[config.mk]
export PLATFORM = sky130hd
export DESIGN_NAME = isoe_exec
export DESIGN_NICKNAME = d
export VERILOG_FILES = /design/src/hdl/isoe_alu.v /design/src/hdl/isoe_exec.v
export VERILOG_INCLUDE_DIRS = /design/src /design/src/hdl
export SDC_FILE = /design/constraint.sdc
export NUM_CORES = 2
export LEC_CHECK = 0
export BUFFER_PORTS_ARGS = -buffer_cell sky130_fd_sc_hd__buf_4
export CORE_AREA = 8 8 418 338
export DETAILED_ROUTE_END_ITERATION = 6
export DIE_AREA = 0 0 426 346
export HOLD_SLACK_MARGIN = 0.1
export PLACE_DENSITY_LB_ADDON = 0.3
export SLEW_MARGIN = 15
export SYNTH_ARGS = -nofsm -noshare
export SYNTH_HDL_FRONTEND = slang
export SYNTH_SLANG_ARGS = --single-unit
export TNS_END_PERCENT = 30
[constraint.sdc]
create_clock -name aclk -period 4.9 [get_ports aclk]
set_clock_uncertainty 0.1 [all_clocks]
set_input_delay 0.245 -clock aclk [delete_from_list [all_inputs] [get_ports aclk]]
set_output_delay 0.245 -clock aclk [all_outputs]
set_load 0.01 [all_outputs]
[src/hdl/isoe_defines.vh]
// Constants for the three-opcode execute block: map, fields, opcodes, classes.
// Assumes inclusion by bare name from every design file that needs them.
`ifndef ISOE_DEFINES_VH
`define ISOE_DEFINES_VH

// Register byte offsets
`define ISOE_OFF_INSTR 12'h000
`define ISOE_OFF_ACC 12'h004
`define ISOE_OFF_STATUS 12'h008
`define ISOE_FILE_REGION 3'h1
`define ISOE_FILE_COUNT 128

// Status field positions
`define ISOE_ST_ZERO 0
`define ISOE_ST_BUSY 1
`define ISOE_ST_SKIP 2
`define ISOE_ST_UNSUP 3

// Instruction fields
`define ISOE_OPC_INCR_SKIP 6'h0f
`define ISOE_OPC_OR_LIT 6'h38
`define ISOE_OPC_OR_REG 6'h04
`define ISOE_DEST_BIT 7

// Operation classes handed to the datapath
`define ISOE_CLS_NONE 2'h0
`define ISOE_CLS_INCR 2'h1
`define ISOE_CLS_OR 2'h2

// Reset values
`define ISOE_ACC_RST 8'h00
`define ISOE_ZERO_RST 1'b0

// Bus responses
`define ISOE_RESP_OKAY 2'h0
`define ISOE_RESP_SLVERR 2'h2
`define ISOE_RESP_DECERR 2'h3

`endif

[src/hdl/isoe_alu.v]
// Datapath of the execute block: increment or inclusive OR, zero detect.
// Assumes the caller latches the results; purely combinational.
`timescale 1ns/1ps
`include "isoe_defines.vh"

module isoe_alu (
	// Operation
	input wire [1:0] op_class,
	input wire [7:0] operand,
	input wire [7:0] acc,
	// Result
	output reg [7:0] result,
	output wire result_zero
);

	always @* begin
		case (op_class)
			`ISOE_CLS_INCR: result = operand + 8'h01;
			`ISOE_CLS_OR: result = operand | acc;
			default: result = 8'h00;
		endcase
	end

	assign result_zero = (result == 8'h00);

endmodule // isoe_alu

[src/hdl/isoe_exec.v]
// Top of the execute block: AXI4-Lite slave, four-phase sequencer, file registers.
// Assumes one clock aclk, synchronous active-low reset, aclken freezing all state.
`timescale 1ns/1ps
`include "isoe_defines.vh"

module isoe_exec (
	// Clock and reset
	input wire aclk,
	input wire aresetn,
	input wire aclken,
	// Write address
	input wire awvalid,
	output reg awready,
	input wire [11:0] awaddr,
	input wire [2:0] awprot,
	// Write data
	input wire wvalid,
	output reg wready,
	input wire [31:0] wdata,
	input wire [3:0] wstrb,
	// Write response
	output reg bvalid,
	input wire bready,
	output reg [1:0] bresp,
	// Read address
	input wire arvalid,
	output reg arready,
	input wire [11:0] araddr,
	input wire [2:0] arprot,
	// Read data
	output reg rvalid,
	input wire rready,
	output reg [31:0] rdata,
	output reg [1:0] rresp
);

	localparam PH_IDLE = 3'd0;
	localparam PH_Q1 = 3'd1;
	localparam PH_Q2 = 3'd2;
	localparam PH_Q3 = 3'd3;
	localparam PH_Q4 = 3'd4;

	reg [7:0] file_mem [0:`ISOE_FILE_COUNT-1];
	reg [2:0] phase_q;
	reg [13:0] instr_q;
	reg nop_cycle_q;
	reg skip_pend_q;
	reg unsup_q;
	reg [7:0] acc_q;
	reg zero_q;
	reg [1:0] cls_q;
	reg dest_q;
	reg upd_zero_q;
	reg [6:0] faddr_q;
	reg [7:0] operand_q;
	reg [7:0] res_q;
	reg res_zero_q;
	reg aw_hold_q;
	reg w_hold_q;
	reg [11:0] waddr_q;
	reg [31:0] wdata_q;
	reg [3:0] wstrb_q;

	wire busy = (phase_q != PH_IDLE);
	wire do_write = aw_hold_q && w_hold_q && !bvalid;
	wire w_file = (waddr_q[11:9] == `ISOE_FILE_REGION);
	wire w_instr = (waddr_q == `ISOE_OFF_INSTR);
	wire w_acc = (waddr_q == `ISOE_OFF_ACC);
	wire w_stat = (waddr_q == `ISOE_OFF_STATUS);
	wire w_mapped = w_file || w_instr || w_acc || w_stat;
	// Refusing every write while busy keeps software off the Q4 write port
	wire w_ok = w_mapped && !busy;
	wire r_file = (araddr[11:9] == `ISOE_FILE_REGION);
	wire [5:0] opc = instr_q[13:8];
	wire [7:0] alu_res;
	wire alu_zero;
	wire [7:0] status_word = {4'h0, unsup_q, skip_pend_q, busy, zero_q};

	isoe_alu u_alu (
		.op_class(cls_q),
		.operand(operand_q),
		.acc(acc_q),
		.result(alu_res),
		.result_zero(alu_zero)
	);

	// Write channels, taken in either order
	always @(posedge aclk) begin
		if (!aresetn) begin
			awready <= 1'b1;
			wready <= 1'b1;
			aw_hold_q <= 1'b0;
			w_hold_q <= 1'b0;
			waddr_q <= 12'h000;
			wdata_q <= 32'h00000000;
			wstrb_q <= 4'h0;
			bvalid <= 1'b0;
			bresp <= `ISOE_RESP_OKAY;
		end else if (aclken) begin
			if (awvalid && awready) begin
				aw_hold_q <= 1'b1;
				awready <= 1'b0;
				waddr_q <= {awaddr[11:2], 2'b00};
			end
			if (wvalid && wready) begin
				w_hold_q <= 1'b1;
				wready <= 1'b0;
				wdata_q <= wdata;
				wstrb_q <= wstrb;
			end
			if (do_write) begin
				aw_hold_q <= 1'b0;
				w_hold_q <= 1'b0;
				bvalid <= 1'b1;
				bresp <= !w_mapped ? `ISOE_RESP_DECERR : (busy ? `ISOE_RESP_SLVERR : `ISOE_RESP_OKAY);
			end else if (bvalid && bready) begin
				bvalid <= 1'b0;
				awready <= 1'b1;
				wready <= 1'b1;
			end
		end
	end

	// Read channel
	always @(posedge aclk) begin
		if (!aresetn) begin
			arready <= 1'b1;
			rvalid <= 1'b0;
			rdata <= 32'h00000000;
			rresp <= `ISOE_RESP_OKAY;
		end else if (aclken) begin
			if (arvalid && arready) begin
				arready <= 1'b0;
				rvalid <= 1'b1;
				rresp <= `ISOE_RESP_OKAY;
				if (r_file) begin
					rdata <= {24'h000000, file_mem[araddr[8:2]]};
				end else if ({araddr[11:2], 2'b00} == `ISOE_OFF_INSTR) begin
					rdata <= {18'h00000, instr_q};
				end else if ({araddr[11:2], 2'b00} == `ISOE_OFF_ACC) begin
					rdata <= {24'h000000, acc_q};
				end else if ({araddr[11:2], 2'b00} == `ISOE_OFF_STATUS) begin
					rdata <= {24'h000000, status_word};
				end else begin
					rdata <= 32'h00000000;
					rresp <= `ISOE_RESP_DECERR;
				end
			end else if (rvalid && rready) begin
				rvalid <= 1'b0;
				arready <= 1'b1;
			end
		end
	end

	// File registers: software port when idle, Q4 write otherwise
	always @(posedge aclk) begin
		if (aclken) begin
			if (do_write && w_ok && w_file && wstrb_q[0]) begin
				file_mem[waddr_q[8:2]] <= wdata_q[7:0];
			end else if (phase_q == PH_Q4 && !nop_cycle_q && cls_q != `ISOE_CLS_NONE && dest_q) begin
				file_mem[faddr_q] <= res_q;
			end
		end
	end

	// Four-phase sequencer and accumulator
	always @(posedge aclk) begin
		if (!aresetn) begin
			phase_q <= PH_IDLE;
			instr_q <= 14'h0000;
			nop_cycle_q <= 1'b0;
			skip_pend_q <= 1'b0;
			unsup_q <= 1'b0;
			acc_q <= `ISOE_ACC_RST;
			zero_q <= `ISOE_ZERO_RST;
			cls_q <= `ISOE_CLS_NONE;
			dest_q <= 1'b0;
			upd_zero_q <= 1'b0;
			faddr_q <= 7'h00;
			operand_q <= 8'h00;
			res_q <= 8'h00;
			res_zero_q <= 1'b0;
		end else if (aclken) begin
			case (phase_q)
				PH_IDLE: begin
					if (do_write && w_ok) begin
						if (w_instr) begin
							instr_q <= wdata_q[13:0];
							// Pending skip consumes this word as nop
							nop_cycle_q <= skip_pend_q;
							skip_pend_q <= 1'b0;
							phase_q <= PH_Q1;
						end
						if (w_acc && wstrb_q[0]) begin
							acc_q <= wdata_q[7:0];
						end
						if (w_stat && wstrb_q[0]) begin
							zero_q <= wdata_q[`ISOE_ST_ZERO];
							if (wdata_q[`ISOE_ST_SKIP]) begin
								skip_pend_q <= 1'b0;
							end
						end
					end
				end
				PH_Q1: begin
					faddr_q <= instr_q[6:0];
					dest_q <= instr_q[`ISOE_DEST_BIT];
					if (nop_cycle_q) begin
						cls_q <= `ISOE_CLS_NONE;
						upd_zero_q <= 1'b0;
					end else if (opc == `ISOE_OPC_INCR_SKIP) begin
						cls_q <= `ISOE_CLS_INCR;
						upd_zero_q <= 1'b0;
					end else if (opc == `ISOE_OPC_OR_LIT) begin
						cls_q <= `ISOE_CLS_OR;
						upd_zero_q <= 1'b1;
						dest_q <= 1'b0;
					end else if (opc == `ISOE_OPC_OR_REG) begin
						cls_q <= `ISOE_CLS_OR;
						upd_zero_q <= 1'b1;
					end else begin
						cls_q <= `ISOE_CLS_NONE;
						upd_zero_q <= 1'b0;
					end
					unsup_q <= !nop_cycle_q && opc != `ISOE_OPC_INCR_SKIP && opc != `ISOE_OPC_OR_LIT
						&& opc != `ISOE_OPC_OR_REG;
					phase_q <= PH_Q2;
				end
				PH_Q2: begin
					operand_q <= (opc == `ISOE_OPC_OR_LIT) ? instr_q[7:0] : file_mem[faddr_q];
					phase_q <= PH_Q3;
				end
				PH_Q3: begin
					res_q <= alu_res;
					res_zero_q <= alu_zero;
					phase_q <= PH_Q4;
				end
				PH_Q4: begin
					if (cls_q != `ISOE_CLS_NONE && !dest_q) begin
						acc_q <= res_q;
					end
					if (upd_zero_q) begin
						// Zero set or cleared by result
						zero_q <= res_zero_q;
					end
					if (cls_q == `ISOE_CLS_INCR && res_zero_q) begin
						skip_pend_q <= 1'b1;
					end
					nop_cycle_q <= 1'b0;
					phase_q <= PH_IDLE;
				end
				default: phase_q <= PH_IDLE;
			endcase
		end
	end

endmodule // isoe_exec

==> flow_summary.toml <==
[run_status]
run_status = "complete, but fails checks"
violations_in_the_final_reports = "DRC"

[worst_setup_path]
worst_setup_path_startpoint = "cls_q[1]"
arrival_ns = 4.50
timing.critical_path.to_type = "register"
worst-r2r-cell-count = 10
worstPathMaxFanout = 8
r2r-start = "cls_q[1]"
critical_path.startpoint_type = "register"
crit_required_ns = 5.24
timing.setup.critical_path_class = "register to register"

[cells_and_area]
layout.cells.non_filler = 5135
post_route_cells_drive_above_1_share_pct = 31.1
area_delta_synth_final_pct = 14.2
final_instance_area_um2 = 61000
nNetsFinal = 3332

[drt]
drt_iter0_drc = 4549
drt_pre_antenna_iters = 7
route.vias.total = 32400
post-route-drc-count = 1
routed_wl_mm = 167
wire_per_inst_um = 32.6
via_per_inst = 6.30
detail-route-antenna-nets = 0

[place]
placement.cell_area_um2 = 56600
routabilityCongestion = 0.901
placedCellCount = 4852
placement.setup.worst_slack_ns = 0.846
io_buffer_count = 65
dp_hpwl_mm = 110

[timing]
hold_slack_ns = 0.260
highest_achievable_clock_rate_ghz = 0.240
count_of_final_max_slew_check_failures = 0
setup_total_negative_slack_ns = 0
period_minus_slack_ns = 4.16
final.period_utilization_pct = 84.9
timing.final.hold_violations = 0
finalSetupViolCount = 0
worst_slew_pin_slew_ns = 1.06
rsz_0062_raised_after_global_routing = "false"
setup_ws_ns = 0.739
remaining_max_slew_budget_at_the_tightest_pin_pct = 29.5

[run]
cap_viol_max_count = 0

[cts]
path_clk_slew_ns = 0.06
cts_inserted_buffers = 115
cts_tree = "yes"
h-tree-depth = 3
clock_latency_ns = 0.73
count_of_hold_buffers_inserted_by_post_cts_repair = 68
cts.repair_timing.setup_buffer_count = 0
cts.repair.resized = 0
clock_sink_count = 1136
max-clock-path-buffers = 3
ctsRootBufferMaster = "clkbuf_16"

[global_route]
grt_first_pass_wirelength_mm = 238
first_global_vias = 31400
total_global_routing_track_utilization_pct = 22.3
antenna_violations_before_repair = 4
largest_net_degree_at_the_start_of_global_routing = 81
global_route.overflow_total = 0

[synth]
ys.flop_type = "edfxtp_1"
post_synth_instance_area_um2 = 53400
synth_edf_count = 1024
syn_avg_cell_area_um2 = 17.6
ys_seq_area_share_pct = 61.8
synth_area_leaders = "edfxtp_1 (58%), mux4_2 (24%), dfxtp_1 (4.2%)"
synth-seq-cells = 1136
yosys_warnings = 0
netlist.top_cell.by_area = "edfxtp_1"
synth_cell_type_count = 63
synth_largest_type_area_fraction_pct = 57.6
syn-instance-count = 3041
asyncSetResetFlopFracSynth_pct = 0

[power]
power.ir.vdd_worst_mv = 0.266
p_per_cell_area_nw_per_um2 = 335
p_leak_nw = 17.5

[worst_hold_path]
hold_path_depth = 4
hold_path_startpoint = "wdata[13]"
hold_path_class = "primary input to register"

[floorplan]
placement_rows = 121
start_util_pct = 39.6
number_of_ports_placed_on_the_die_boundary = 115
core_um2 = 135000
design.die.area_um2 = 147000
die_width_um = 426
die_height_um = 346
[per-stage QoR]
step	utilization [%]	power (mW)
floorplan	-	11.3
global placement	42.0	11.7
detailed placement	42.0	11.7
CTS	45.3	20.5
global route	45.3	20.9
finish	45.3	20.4
[cell type report]
type | instances | area, um2
inverter | 17 | 63.8
timing repair buffer | 330 | 2900
sequential | 1136 | 33000
clock buffer | 146 | 3090
fill | 11500 | 73700
antenna | 1 | 2.50
tap | 1783 | 2230
clock inverter | 68 | 643
multi-input combinational | 1654 | 19100
[worst max-delay path: stages, from the launching register on]
cell      delay, ns
dfxtp_1        0.40
inv_1          0.08
ha_1           0.20
nor4bb_1       0.38
nand2_1        0.21
mux2i_1        0.50
nand2b_1       0.22
nand2b_1       0.66
buf_4          0.44
nor2_1         0.42
buf_4          0.24
[report_power, final]
part	leakage [nW]	switching (mW)	internal [mW]
clock network	1.82	3.83	5.03
logic	6.43	0.635	0.364
registers	9.25	0.0306	10.5
total	17.5	4.49	15.9
[layout by cell type, fill, tap and decap left out, drive strengths merged, types with 18 or more instances in the layout]
master       instances
a22oi               22
nand3               42
mux4               559
a211oi              31
nand2              169
o21ai               67
inv                 23
conb                18
o22ai               19
mux2i              119
buf                262
edfxtp            1024
clkinv              46
clkbuf             146
mux2                33
a21oi               81
nor3                46
o211ai              19
dlygate4sd3         68
nor2b               21
nand2b              19
nor2               224
dfxtp              112
[kinds of logic (layout without fill, tap and decap cells)]
family | after synthesis | in the layout | share of synthesized area (%)
other | 1 | 19 | 0.00702
adders and majority gates | 4 | 4 | 0.0937
and+or+nand+nor | 603 | 603 | 5.09
DFF | 1136 | 1136 | 61.8
AOI/OAI and AO/OA | 318 | 318 | 3.82
muxes | 711 | 711 | 26.5
buffers and inverters | 268 | 561 | 2.73
[final timing paths]
path / endpoint / slack (ns)
worst max-delay path: file_mem[65][7] / 0.74
worst min-delay path: wdata_q[13] / 0.26
worst max register to register: file_mem[65][7] / 0.74
worst min register to register: wdata_q[11] / 0.36
[cell usage after synthesis (all sizes together) (22+ instances only)]
| cell type | number |
|---|---|
| mux4 | 559 |
| edfxtp | 1024 |
| mux2 | 33 |
| clkbuf | 105 |
| nand3 | 42 |
| nand2 | 169 |
| a21oi | 81 |
| a211oi | 31 |
| buf | 146 |
| mux2i | 119 |
| dfxtp | 112 |
| nor2 | 224 |
| o21ai | 67 |
| nor3 | 46 |
| a22oi | 22 |
[metal layers]
metal	up-vias	GRT usage [%]	routed length, um
met5	-	0	14
met4	2	6.54	5380
li1	13000	-	-
met3	284	6.12	20400
met1	17100	32.7	68800
met2	1977	32.5	72800
[registers in the layout, indices dropped and copies added (netlist names), 2 cells and up, named ones only]
name	cells
bresp	2
phase_q	3
res_q	8
waddr_q	10
rdata	14
operand_q	8
cls_q	2
acc_q	8
wdata_q	14
faddr_q	7
file_mem	1024
instr_q	14
No activity file was read; power rests on OpenSTA's default activity.
